File: src/bcdadj_defs.svh
/*
 bcdadj_defs.svh: opcode fields, nibble limits and reset values for the bcd adjust / decrement unit.
 assumes it is included by bare name from the datapath module.
*/
`ifndef BCDADJ_DEFS_SVH
`define BCDADJ_DEFS_SVH

`define BCDADJ_OP_DECIMAL_ADJUST 16'h0007
`define BCDADJ_DEC_UPPER_MSB     15
`define BCDADJ_DEC_UPPER_LSB     10
`define BCDADJ_DEC_UPPER_VAL     6'h01
`define BCDADJ_DEST_BIT          9
`define BCDADJ_ADDR_MSB          7
`define BCDADJ_NIBBLE_MAX        4'h9
`define BCDADJ_NIBBLE_FIX        4'h6
`define BCDADJ_ONE               8'h01
`define BCDADJ_ZERO              8'h00
`define BCDADJ_W_RESET           8'h00
`define BCDADJ_OP_RESET          16'h0000
`define BCDADJ_NIB_ZERO          5'h00
`define BCDADJ_NIB_ONE           5'h01
`define BCDADJ_OV_OPERAND        8'h80

`endif

File: src/bcdadj_pkg.sv
/*
 bcdadj_pkg: types for the bcd adjust / decrement unit.
 assumes bcdadj_defs.svh is on the include path.
*/
package bcdadj_pkg;
   typedef enum logic [1:0] {
      BCDADJ_DECODE,
      BCDADJ_READ,
      BCDADJ_PROCESS,
      BCDADJ_WRITE
   } bcdadj_phase_t;
endpackage : bcdadj_pkg

File: src/bcdadj_unit.sv
/*
 bcdadj_unit: executes decimal adjust of the working register and decrement of a file register.
 assumes the core presents one opcode per instruction cycle with op_valid held in decode,
 and a file register port that answers reads combinationally on the same clock.
 assumes opcode stays put for all four phases, since file_addr is taken straight from it.
 assumes op_valid and opcode come from logic on clk, so they pass no synchroniser.
 the carry and half carry outputs double as the inputs of the decimal adjust,
 so the core sees one set of status bits for both instructions.
*/
// What this block does
// - low nibble above nine or half carry set adds six to low nibble.
// - high nibble above nine or carry set adds six there and sets carry.
// - opcode 0x0007 is decimal adjust of the working register after bcd add.
// - decrement opcode subtracts one from file register; destination zero writes working register.
// - decrement with destination one writes the result back to the file register.
`timescale 1ns/100ps
`include "bcdadj_defs.svh"

module bcdadj_unit
   import bcdadj_pkg::*;
#(
   parameter int unsigned DATA_W = 8,   // working and file register width
   parameter int unsigned OP_W   = 16   // instruction word width
)
(
   input  wire logic        clk,
   input  wire logic        rst_b,
   input  wire logic        op_valid,
   input  wire logic [15:0] opcode,
   input  wire logic [7:0]  file_rdata,
   output logic      [7:0]  file_addr,
   output logic      [7:0]  file_wdata,
   output logic             file_we,
   output logic      [7:0]  w_reg,
   output logic             carry_flag,
   output logic             half_carry_flag,
   output logic             negative_flag,
   output logic             overflow_flag,
   output logic             zero_flag,
   output logic             busy,
   output logic             done,
   output logic             illegal_op
);

   // reset synchroniser
   logic                rst_sync1_reg;
   logic                rst_sync_b;

   // state of the instruction in flight
   bcdadj_phase_t       phase_reg;
   logic [15:0]         op_reg;
   logic [7:0]          operand_reg;
   logic [7:0]          result_reg;
   logic                carry_res_reg;
   logic                half_res_reg;
   logic                ov_res_reg;
   logic                is_adjust;
   logic                is_decrement;
   logic                lo_fix;
   logic                hi_fix;
   logic [3:0]          lo_next;
   logic [4:0]          hi_sum;
   logic [8:0]          dec_diff;
   logic [4:0]          dec_half;
   logic                lo_carry;
   logic                write_w;
   logic                write_file;

   // the nibble arithmetic and opcode fields are laid out for a byte datapath
   // and a 16-bit instruction word; any other size would silently misdecode
   if (DATA_W != 8 || OP_W != 16) begin : g_size_check
      $error("bcdadj_unit supports only an 8-bit datapath and 16-bit opcodes");
   end

   // reset is asserted at once but released only after two clock edges
   // so that no flop leaves reset on an edge close to the pin changing
   always_ff @(posedge clk or negedge rst_b) begin
      if (!rst_b) begin
         rst_sync1_reg <= 1'b0;
         rst_sync_b    <= 1'b0;
      end else begin
         rst_sync1_reg <= 1'b1;
         rst_sync_b    <= rst_sync1_reg;
      end
   end

   // decode works on the latched opcode, valid from the read phase on
   assign is_adjust    = (op_reg == `BCDADJ_OP_DECIMAL_ADJUST);
   assign is_decrement = (op_reg[`BCDADJ_DEC_UPPER_MSB:`BCDADJ_DEC_UPPER_LSB] == `BCDADJ_DEC_UPPER_VAL);

   // decimal adjust arithmetic; hi nibble sees the carry out of the low correction
   assign lo_fix  = (operand_reg[3:0] > `BCDADJ_NIBBLE_MAX) || half_carry_flag;
   assign lo_next = lo_fix ? operand_reg[3:0] + `BCDADJ_NIBBLE_FIX : operand_reg[3:0];
   // the high test looks at the nibble as read, not at the corrected one
   assign hi_fix  = (operand_reg[7:4] > `BCDADJ_NIBBLE_MAX) || carry_flag;
   // a corrected low nibble above nine wraps past fifteen; that carry must
   // reach the high nibble or a value such as 0xce would come out as 0x24
   assign lo_carry = lo_fix && (operand_reg[3:0] > `BCDADJ_NIBBLE_MAX);
   assign hi_sum   = {1'b0, operand_reg[7:4]}
                     + (hi_fix ? {1'b0, `BCDADJ_NIBBLE_FIX} : `BCDADJ_NIB_ZERO)
                     + {4'h0, lo_carry};

   // borrow convention: carry set means no borrow
   assign dec_diff = {1'b0, operand_reg} - {1'b0, `BCDADJ_ONE};
   // low nibble borrow on its own, so half carry needs no tap inside the byte adder
   assign dec_half = {1'b0, operand_reg[3:0]} - `BCDADJ_NIB_ONE;

   // destination select: decrement with d=1 goes back to the file register,
   // decimal adjust and decrement with d=0 land in the working register
   assign write_file = is_decrement && op_reg[`BCDADJ_DEST_BIT];
   assign write_w    = is_adjust || (is_decrement && !op_reg[`BCDADJ_DEST_BIT]);

   // file_addr follows the live opcode, not the latched one, so the read in
   // the read phase needs no extra cycle; the core must hold opcode meanwhile
   assign file_addr = opcode[`BCDADJ_ADDR_MSB:0];
   // handshake outputs are decoded straight from the phase, with no added lag
   assign busy      = (phase_reg != BCDADJ_DECODE);
   assign done      = (phase_reg == BCDADJ_WRITE);

   // op_valid is ignored while busy; there is no queue, so the core must
   // wait for the write phase to end before it offers the next opcode
   always_ff @(posedge clk or negedge rst_sync_b) begin
      if (!rst_sync_b) begin
         phase_reg <= BCDADJ_DECODE;
      end else begin
         unique case (phase_reg)
            BCDADJ_DECODE:  phase_reg <= op_valid ? BCDADJ_READ : BCDADJ_DECODE;
            BCDADJ_READ:    phase_reg <= BCDADJ_PROCESS;
            BCDADJ_PROCESS: phase_reg <= BCDADJ_WRITE;
            BCDADJ_WRITE:   phase_reg <= BCDADJ_DECODE;
         endcase
      end
   end

   always_ff @(posedge clk or negedge rst_sync_b) begin
      if (!rst_sync_b) begin
         op_reg      <= `BCDADJ_OP_RESET;
         operand_reg <= `BCDADJ_ZERO;
      end else if (phase_reg == BCDADJ_DECODE && op_valid) begin
         op_reg <= opcode;
      end else if (phase_reg == BCDADJ_READ) begin
         // adjust works on the working register, decrement on the file register
         operand_reg <= is_adjust ? w_reg : file_rdata;
      end
   end

   // results are held one phase so the write phase only steers them;
   // half carry and overflow keep their last value across an adjust
   always_ff @(posedge clk or negedge rst_sync_b) begin
      if (!rst_sync_b) begin
         result_reg    <= `BCDADJ_ZERO;
         carry_res_reg <= 1'b0;
         half_res_reg  <= 1'b0;
         ov_res_reg    <= 1'b0;
      end else if (phase_reg == BCDADJ_PROCESS) begin
         if (is_adjust) begin
            result_reg    <= {hi_sum[3:0], lo_next};
            carry_res_reg <= hi_fix || hi_sum[4] || carry_flag;
         end else begin
            result_reg    <= dec_diff[7:0];
            carry_res_reg <= ~dec_diff[8];
            half_res_reg  <= ~dec_half[4];
            // only the most negative byte changes sign when one is taken away
            ov_res_reg    <= (operand_reg == `BCDADJ_OV_OPERAND);
         end
      end
   end

   // write phase: destination select and flag update
   always_ff @(posedge clk or negedge rst_sync_b) begin
      if (!rst_sync_b) begin
         w_reg      <= `BCDADJ_W_RESET;
         file_wdata <= `BCDADJ_ZERO;
         file_we    <= 1'b0;
      end else begin
         file_we <= 1'b0;
         // file_we is a one-cycle pulse that stands during the write phase
         if (phase_reg == BCDADJ_PROCESS && write_file) begin
            file_wdata <= dec_diff[7:0];
            file_we    <= 1'b1;
         end
         if (phase_reg == BCDADJ_WRITE) begin
            if (write_w) begin
               w_reg <= result_reg;
            end
         end
      end
   end

   always_ff @(posedge clk or negedge rst_sync_b) begin
      if (!rst_sync_b) begin
         carry_flag      <= 1'b0;
         half_carry_flag <= 1'b0;
         negative_flag   <= 1'b0;
         overflow_flag   <= 1'b0;
         zero_flag       <= 1'b0;
      end else if (phase_reg == BCDADJ_WRITE) begin
         // decimal adjust touches only carry; the other four flags keep their values
         if (is_adjust) begin
            carry_flag <= carry_res_reg;
         end else if (is_decrement) begin
            carry_flag      <= carry_res_reg;
            half_carry_flag <= half_res_reg;
            negative_flag   <= result_reg[7];
            overflow_flag   <= ov_res_reg;
            zero_flag       <= (result_reg == `BCDADJ_ZERO);
         end
      end
   end

   // flags an opcode this unit does not execute; nothing is written for it
   // the pulse comes one cycle after the write phase, when busy is already low
   always_ff @(posedge clk or negedge rst_sync_b) begin
      if (!rst_sync_b) begin
         illegal_op <= 1'b0;
      end else begin
         illegal_op <= (phase_reg == BCDADJ_WRITE) && !is_adjust && !is_decrement;
      end
   end

endmodule : bcdadj_unit

File: config.mk
export PLATFORM = sky130hd
export DESIGN_NAME = bcdadj_unit
export DESIGN_NICKNAME = d
export VERILOG_FILES = /design/src/bcdadj_pkg.sv /design/src/bcdadj_unit.sv
export VERILOG_INCLUDE_DIRS = /design/src
export SDC_FILE = /design/constraint.sdc
export NUM_CORES = 1
export LEC_CHECK = 0
export BUFFER_PORTS_ARGS = -buffer_cell sky130_fd_sc_hd__buf_2
export CAP_MARGIN = 20
export CORE_ASPECT_RATIO = 1.4
export CORE_MARGIN = 2
export CORE_UTILIZATION = 50
export CTS_CLUSTER_SIZE = 24
export DETAILED_ROUTE_END_ITERATION = 8
export PLACE_DENSITY = 0.8
export SLEW_MARGIN = 20
export SYNTH_ARGS = -nofsm -noshare
export SYNTH_HDL_FRONTEND = slang
export SYNTH_SLANG_ARGS = --single-unit
File: constraint.sdc
create_clock -name clk -period 2.4 [get_ports clk]
set_input_delay 0.12 -clock clk [delete_from_list [all_inputs] [get_ports clk]]
set_output_delay 0.12 -clock clk [all_outputs]
set_load 0.1 [all_outputs]
# After elaboration in Yosys (flattened, before gate mapping)
# Index checks and enable logic that the tools add are counted.
totals:
  reg_bits: 62
  latchBits: 0
  ram_bits: 0
  mem_bits_ro: 0
  input_bits: 27
  output_inout_bits: 33
  elab_cells: 69
  mem_count: 0
op_classes:
  add_sub_neg: 5
  n_mul: 0
  div_mod_pow: 0
  order_cmp: 2
  eq_ne: 6
  n_shift: 0
  mux: 10
  bitwise: 4
  n_reduce_logical: 24
ops:
  columns: ["cell", "n"]
  rows:
  - ["16-bit by 3-bit == test with 1-bit output (second input constant)", 1]
  - ["8-bit 2-to-1 mux", 2]
  - ["8-bit by 1-bit subtractor with 9-bit output (second input constant)", 1]
  - ["8-bit == test (second input constant)", 1]
  - ["4-bit > comparator (second input constant)", 2]
  - ["8-bit zero test", 1]
  - ["2-bit case mux with 4 select lines", 1]
  - ["2-bit AND reduction", 4]
  - ["1-bit logical AND", 7]
  - ["6-bit by 1-bit == test with 1-bit output (second input constant)", 1]
  - ["4-bit by 3-bit adder with 5-bit output", 1]
  - ["5-bit by 1-bit adder with 5-bit output", 1]
  - ["1-bit logical OR", 5]
  - ["1-bit 2-to-1 mux", 5]
  - ["4-bit by 1-bit subtractor with 5-bit output (second input constant)", 1]
  - ["4-bit by 3-bit adder with 4-bit output (second input constant)", 1]
  - ["2-bit == test (second input constant)", 2]
  - ["4-bit 2-to-1 mux", 1]
  - ["1-bit inverter", 4]
  - ["2-bit nonzero test", 2]
  - ["1-bit zero test", 3]
  - ["3-bit 2-to-1 mux", 1]
  - ["3-bit AND reduction", 1]
  - ["2-bit by 1-bit == test with 1-bit output (second input constant)", 1]
  - ["2-bit zero test", 1]

# Depth between registers and ports, before layout
logic_depth:
  ltp_word: 8
  ltp_mapped: 11
  depth_no_buf: 11

# Least setup slack after synthesis
# OpenSTA, ideal clock, no wires.
synth_timing:
  kind: "reg-to-reg"
  start: "reg phase_reg[0]"
  end: "reg w_reg[0]"
  setup_ns: 0.126
  arrival_ns: 2.188
  setup_slack_ns: 0.086
  stages_incl_launch_ff: 5
  n_path_buf: 0
  period_less_slack_ns: 2.314
  cell_sequence: "dfrtp_1 > ha_1 > nand2_1 > nor3_2 > mux2_2"
synth_between:
  elab_chain_len: 2
synth_lines:
  columns: ["element", "line", "rtl"]
  rows:
  - ["from (decl)", "bcdadj_unit.sv:50", "bcdadj_phase_t phase_reg;"]
  - ["from (signal assigned)", "bcdadj_unit.sv:127", "BCDADJ_DECODE: phase_reg <= op_valid ? BCDADJ_READ : BCDADJ_DECODE;"]
  - ["2-bit == test", null, null]
  - ["net done", "bcdadj_unit.sv:41", "output logic done,"]
  - ["2-bit AND reduction (no line)", null, null]
  - ["to (signal assigned)", "bcdadj_unit.sv:172", "w_reg <= `BCDADJ_W_RESET;"]
  - ["to (signal assigned)", "bcdadj_unit.sv:184", "w_reg <= result_reg;"]
  - ["to (decl)", "bcdadj_unit.sv:34", "output logic [7:0] w_reg,"]
# The timed path passes the listed nets, and every way through them passes these cells.
# A chain may end at the register's enable or synchronous reset.

# Final worst setup path
layout_timing:
  start: "reg operand_reg[1]"
  end: "reg carry_res_reg"
layout_between:
  elab_chain_len: 7
  word_cells_on_any_way: 9
  cone_classes: "2 x add/sub; 1 x order compare; 1 x mux; 1 x bitwise; 4 x reduce/logical"
layout_lines:
  columns: ["element", "line", "rtl"]
  rows:
  - ["from (decl)", "bcdadj_unit.sv:52", "logic [7:0] operand_reg;"]
  - ["from (signal assigned)", "bcdadj_unit.sv:138", "operand_reg <= `BCDADJ_ZERO;"]
  - ["from (signal assigned)", "bcdadj_unit.sv:143", "operand_reg <= is_adjust ? w_reg : file_rdata;"]
  - ["4-bit > comparator (no line)", null, null]
  - ["1-bit logical OR", "bcdadj_unit.sv:92", "assign lo_fix = (operand_reg[3:0] > `BCDADJ_NIBBLE_MAX) || half_carry_flag;"]
  - ["1-bit logical AND", "bcdadj_unit.sv:98", "assign lo_carry = lo_fix && (operand_reg[3:0] > `BCDADJ_NIBBLE_MAX);"]
  - ["5-bit by 1-bit adder with 5-bit output", "bcdadj_unit.sv:99", "assign hi_sum = {1'b0, operand_reg[7:4]}"]
  - ["1-bit logical OR (2 in a row)", "bcdadj_unit.sv:158", "carry_res_reg <= hi_fix || hi_sum[4] || carry_flag;"]
  - ["1-bit 2-to-1 mux (*)", "bcdadj_unit.sv:156", "if (is_adjust) begin"]
  - ["to (signal assigned)", "bcdadj_unit.sv:158", null]
  - ["to (signal assigned)", "bcdadj_unit.sv:161", "carry_res_reg <= ~dec_diff[8];"]
  - ["to (decl)", "bcdadj_unit.sv:54", "logic carry_res_reg;"]
# Every way passes the cells marked *; elsewhere a longest branch is shown, timed or not.

==> flow_summary.json <==
{
  "fmax_ghz": 0.447,
  "worst-slew-pin-transition_ps": 619,
  "antenna_cells": 0,
  "placementRows": 33,
  "insertion_delay_ps": 340,
  "finalSetupViolCount": 0,
  "critPathMaxFanout": 3,
  "drtPass1Iterations": 4,
  "leakagePower_nw": 1.80,
  "synth-warning-count": 0,
  "p_per_area_nw_per_um2": 1540,
  "die_h_um": 95.6,
  "ctsRootBufferMaster": "clkbuf_8",
  "portBuffers": 59,
  "grt_pass1_wl_mm": 11.0,
  "nets": 386,
  "synth_flop_cell": "dfrtp_1",
  "drive_above_1_share_pct": 39.5,
  "grt.overflow.total": 0,
  "largest_register_ff_count": 16,
  "critPathCaptureType": "register",
  "vias_per_cell": 5.47,
  "fillers": 492,
  "syn_area_sq_um": 3000,
  "critPathLaunchType": "register",
  "dieArea_sq_um": 6640,
  "setup_tns_ps": 0,
  "arrival_ps": 2480,
  "synth_fa_ha_area_share_pct": 6.10,
  "skew_ps": 8.26,
  "antenna_left": 0,
  "finalCritPeriodShare_pct": 93.2,
  "muxShareOfSynthArea_pct": 13.1,
  "clk_path_buf_depth": 2,
  "synth_edf_count": 0,
  "cts_tree": "done",
  "synth_compound_area_share_pct": 9.02,
  "synth_top_family_by_area": "multiplexers",
  "clkSlewWorstSetupHoldPaths_ps": 70,
  "ir_drop_mv": 0.774,
  "placed_cell_area_sq_um": 3420,
  "drc": 0,
  "status": "finished clean",
  "cts_buffers": 9,
  "hpwl_mm": 5.13,
  "async_reset_ff_share_pct": 100,
  "maxCapViolCount": 0,
  "final_cell_mix": "dfrtp_1, buf_2, nand2_1",
  "mostFrequentLayoutCell": "dfrtp_1",
  "hold_class": "in -> reg",
  "grt_max_degree": 37,
  "maxSlewViolCount": 0,
  "ys_seq_area_share_pct": 51.8,
  "synthesis.instances": 274,
  "synth_fp_nets": 315,
  "ys_types": 42,
  "relSlewSlack_pct": 58.6,
  "final_hold_viol_count": 0,
  "die_w_um": 69.4,
  "area_delta_synth_final_pct": 20.5,
  "gp_congestion": 0.906,
  "grt_pass1_vias": 2282,
  "wire_per_inst_um": 16.2,
  "period_needed_ps": 2240,
  "dr_total_vias": 2280,
  "drt_iter0_markers": 121,
  "clock_sinks": 62,
  "grtUsageTotal_pct": 22.1,
  "synth-simple-area-share_pct": 12.2,
  "design.core.area_sq_um": 5820,
  "crit_type": "reg -> reg",
  "initial_core_util_pct": 51.5,
  "cp.required_ps": 2640,
  "htreeDepth": 3,
  "synth-seq-cells": 62,
  "routed_wl_mm": 6.74,
  "syn_avg_cell_area_sq_um": 10.9,
  "io_pins": 60,
  "synth_xor_area_share_pct": 2.63,
  "rsz0062_at_grt": "false",
  "antenna_found_initial": 0,
  "fin_area_sq_um": 3610
}
[path summary, 6_finish.rpt]
path | slack, ps | from | depth (start not counted) | endpoint
worst max-delay path | 160 | operand_reg[1] | 11 | carry_res_reg
worst min-delay path | 10 | opcode[8] | 2 | op_reg[8]
worst max register to register | 160 | operand_reg[1] | 11 | carry_res_reg
worst min register to register | 260 | rst_sync_b | 0 | phase_reg[0]
max in group asynchronous | 1570 | rst_sync_b | 1 | operand_reg[6]
min in group asynchronous | 100 | rst_b | 2 | rst_sync1_reg
[synthesized netlist by cell type, types with 2 or more instances]
library cell | instances | area share (%)
inv_1 | 12 | 1.5
buf_2 | 3 | 0.50
or2_2 | 2 | 0.42
mux2i_1 | 2 | 0.67
nor3_1 | 2 | 0.33
dfrtp_1 | 62 | 52
buf_4 | 8 | 2.0
o31ai_1 | 3 | 0.75
or3_1 | 2 | 0.42
nor4_1 | 5 | 1.0
nor2b_1 | 2 | 0.42
a31oi_1 | 9 | 1.9
nand4_1 | 2 | 0.42
a21oi_1 | 11 | 1.8
xnor2_1 | 7 | 2.0
xor2_1 | 2 | 0.58
nand2_1 | 34 | 4.3
o21ai_0 | 17 | 2.8
mux2_2 | 33 | 12
ha_1 | 13 | 5.4
clkbuf_1 | 7 | 0.88
nand2b_1 | 2 | 0.42
nor2_1 | 15 | 1.9
[critical path: stages, from the launching register on]
cell      delay, ps
dfrtp_1         380
inv_2            60
ha_1            210
o21bai_1        160
and2_1          150
ha_2            170
inv_1            60
fa_2            350
nor2b_2         130
o21ai_0          70
and3_1          180
o31ai_1         220
[through the flow]
stage	hold slack (ps)	total power, mW	setup WS, ps	utilization (%)	cells
final	11.0	5.56	164	62.0	417
after global routing	12.2	5.91	26.3	62.0	417
after CTS	1.50	5.58	26.0	61.7	416
after detailed placement	-90.2	4.79	73.0	58.8	402
after global placement	-94.8	4.72	117	58.8	402
after floorplan	-176	4.07	86.1	-	274
[final cells by class]
type | instances | area (sq um) | share of cell area, %
inverters | 13 | 48.8 | 1.35
clock inverters | 2 | 10.0 | 0.277
repair buffers | 79 | 460 | 12.7
clock buffers | 11 | 151 | 4.19
multi-input cells | 180 | 1300 | 36.0
well taps | 70 | 87.6 | 2.42
flip-flops and latches | 62 | 1550 | 43.0
[repair_timing]
| item | CTS | global route |
|---|---|---|
| endpoints found under the setup margin | 0 | 2 |
| buffers inserted | 0 | 1 |
| endpoints found under the hold margin | 2 | 0 |
| hold buffers | 1 | 0 |
| gates resized for setup | 0 | 6 |
[per-layer routing]
metal	part of all wire, %	GRT usage (%)	up-vias
met3	3.5	3.59	19
met1	37	22.3	1123
met5	0	0	-
li1	-	-	1074
met4	3.5	13.7	0
met2	56	42.3	64
[power by group]
| group | internal [mW] | switching [mW] | total (mW) |
|---|---|---|---|
| logic | 0.923 | 2.05 | 2.97 |
| clock network | 0.409 | 0.367 | 0.776 |
| registers | 1.49 | 0.328 | 1.82 |
| total | 2.82 | 2.74 | 5.56 |
[kinds of logic after synthesis]
| family | after synthesis |
|---|---|
| AO/OA/AOI/OAI | 46 |
| XOR/XNOR | 9 |
| adder cells (fa/ha/maj) | 14 |
| buffers and inverters | 32 |
| flip-flops | 62 |
| multiplexers | 35 |
| other | 1 |
| AND/OR/NAND/NOR | 75 |
Power figures use the tool's default switching activity.
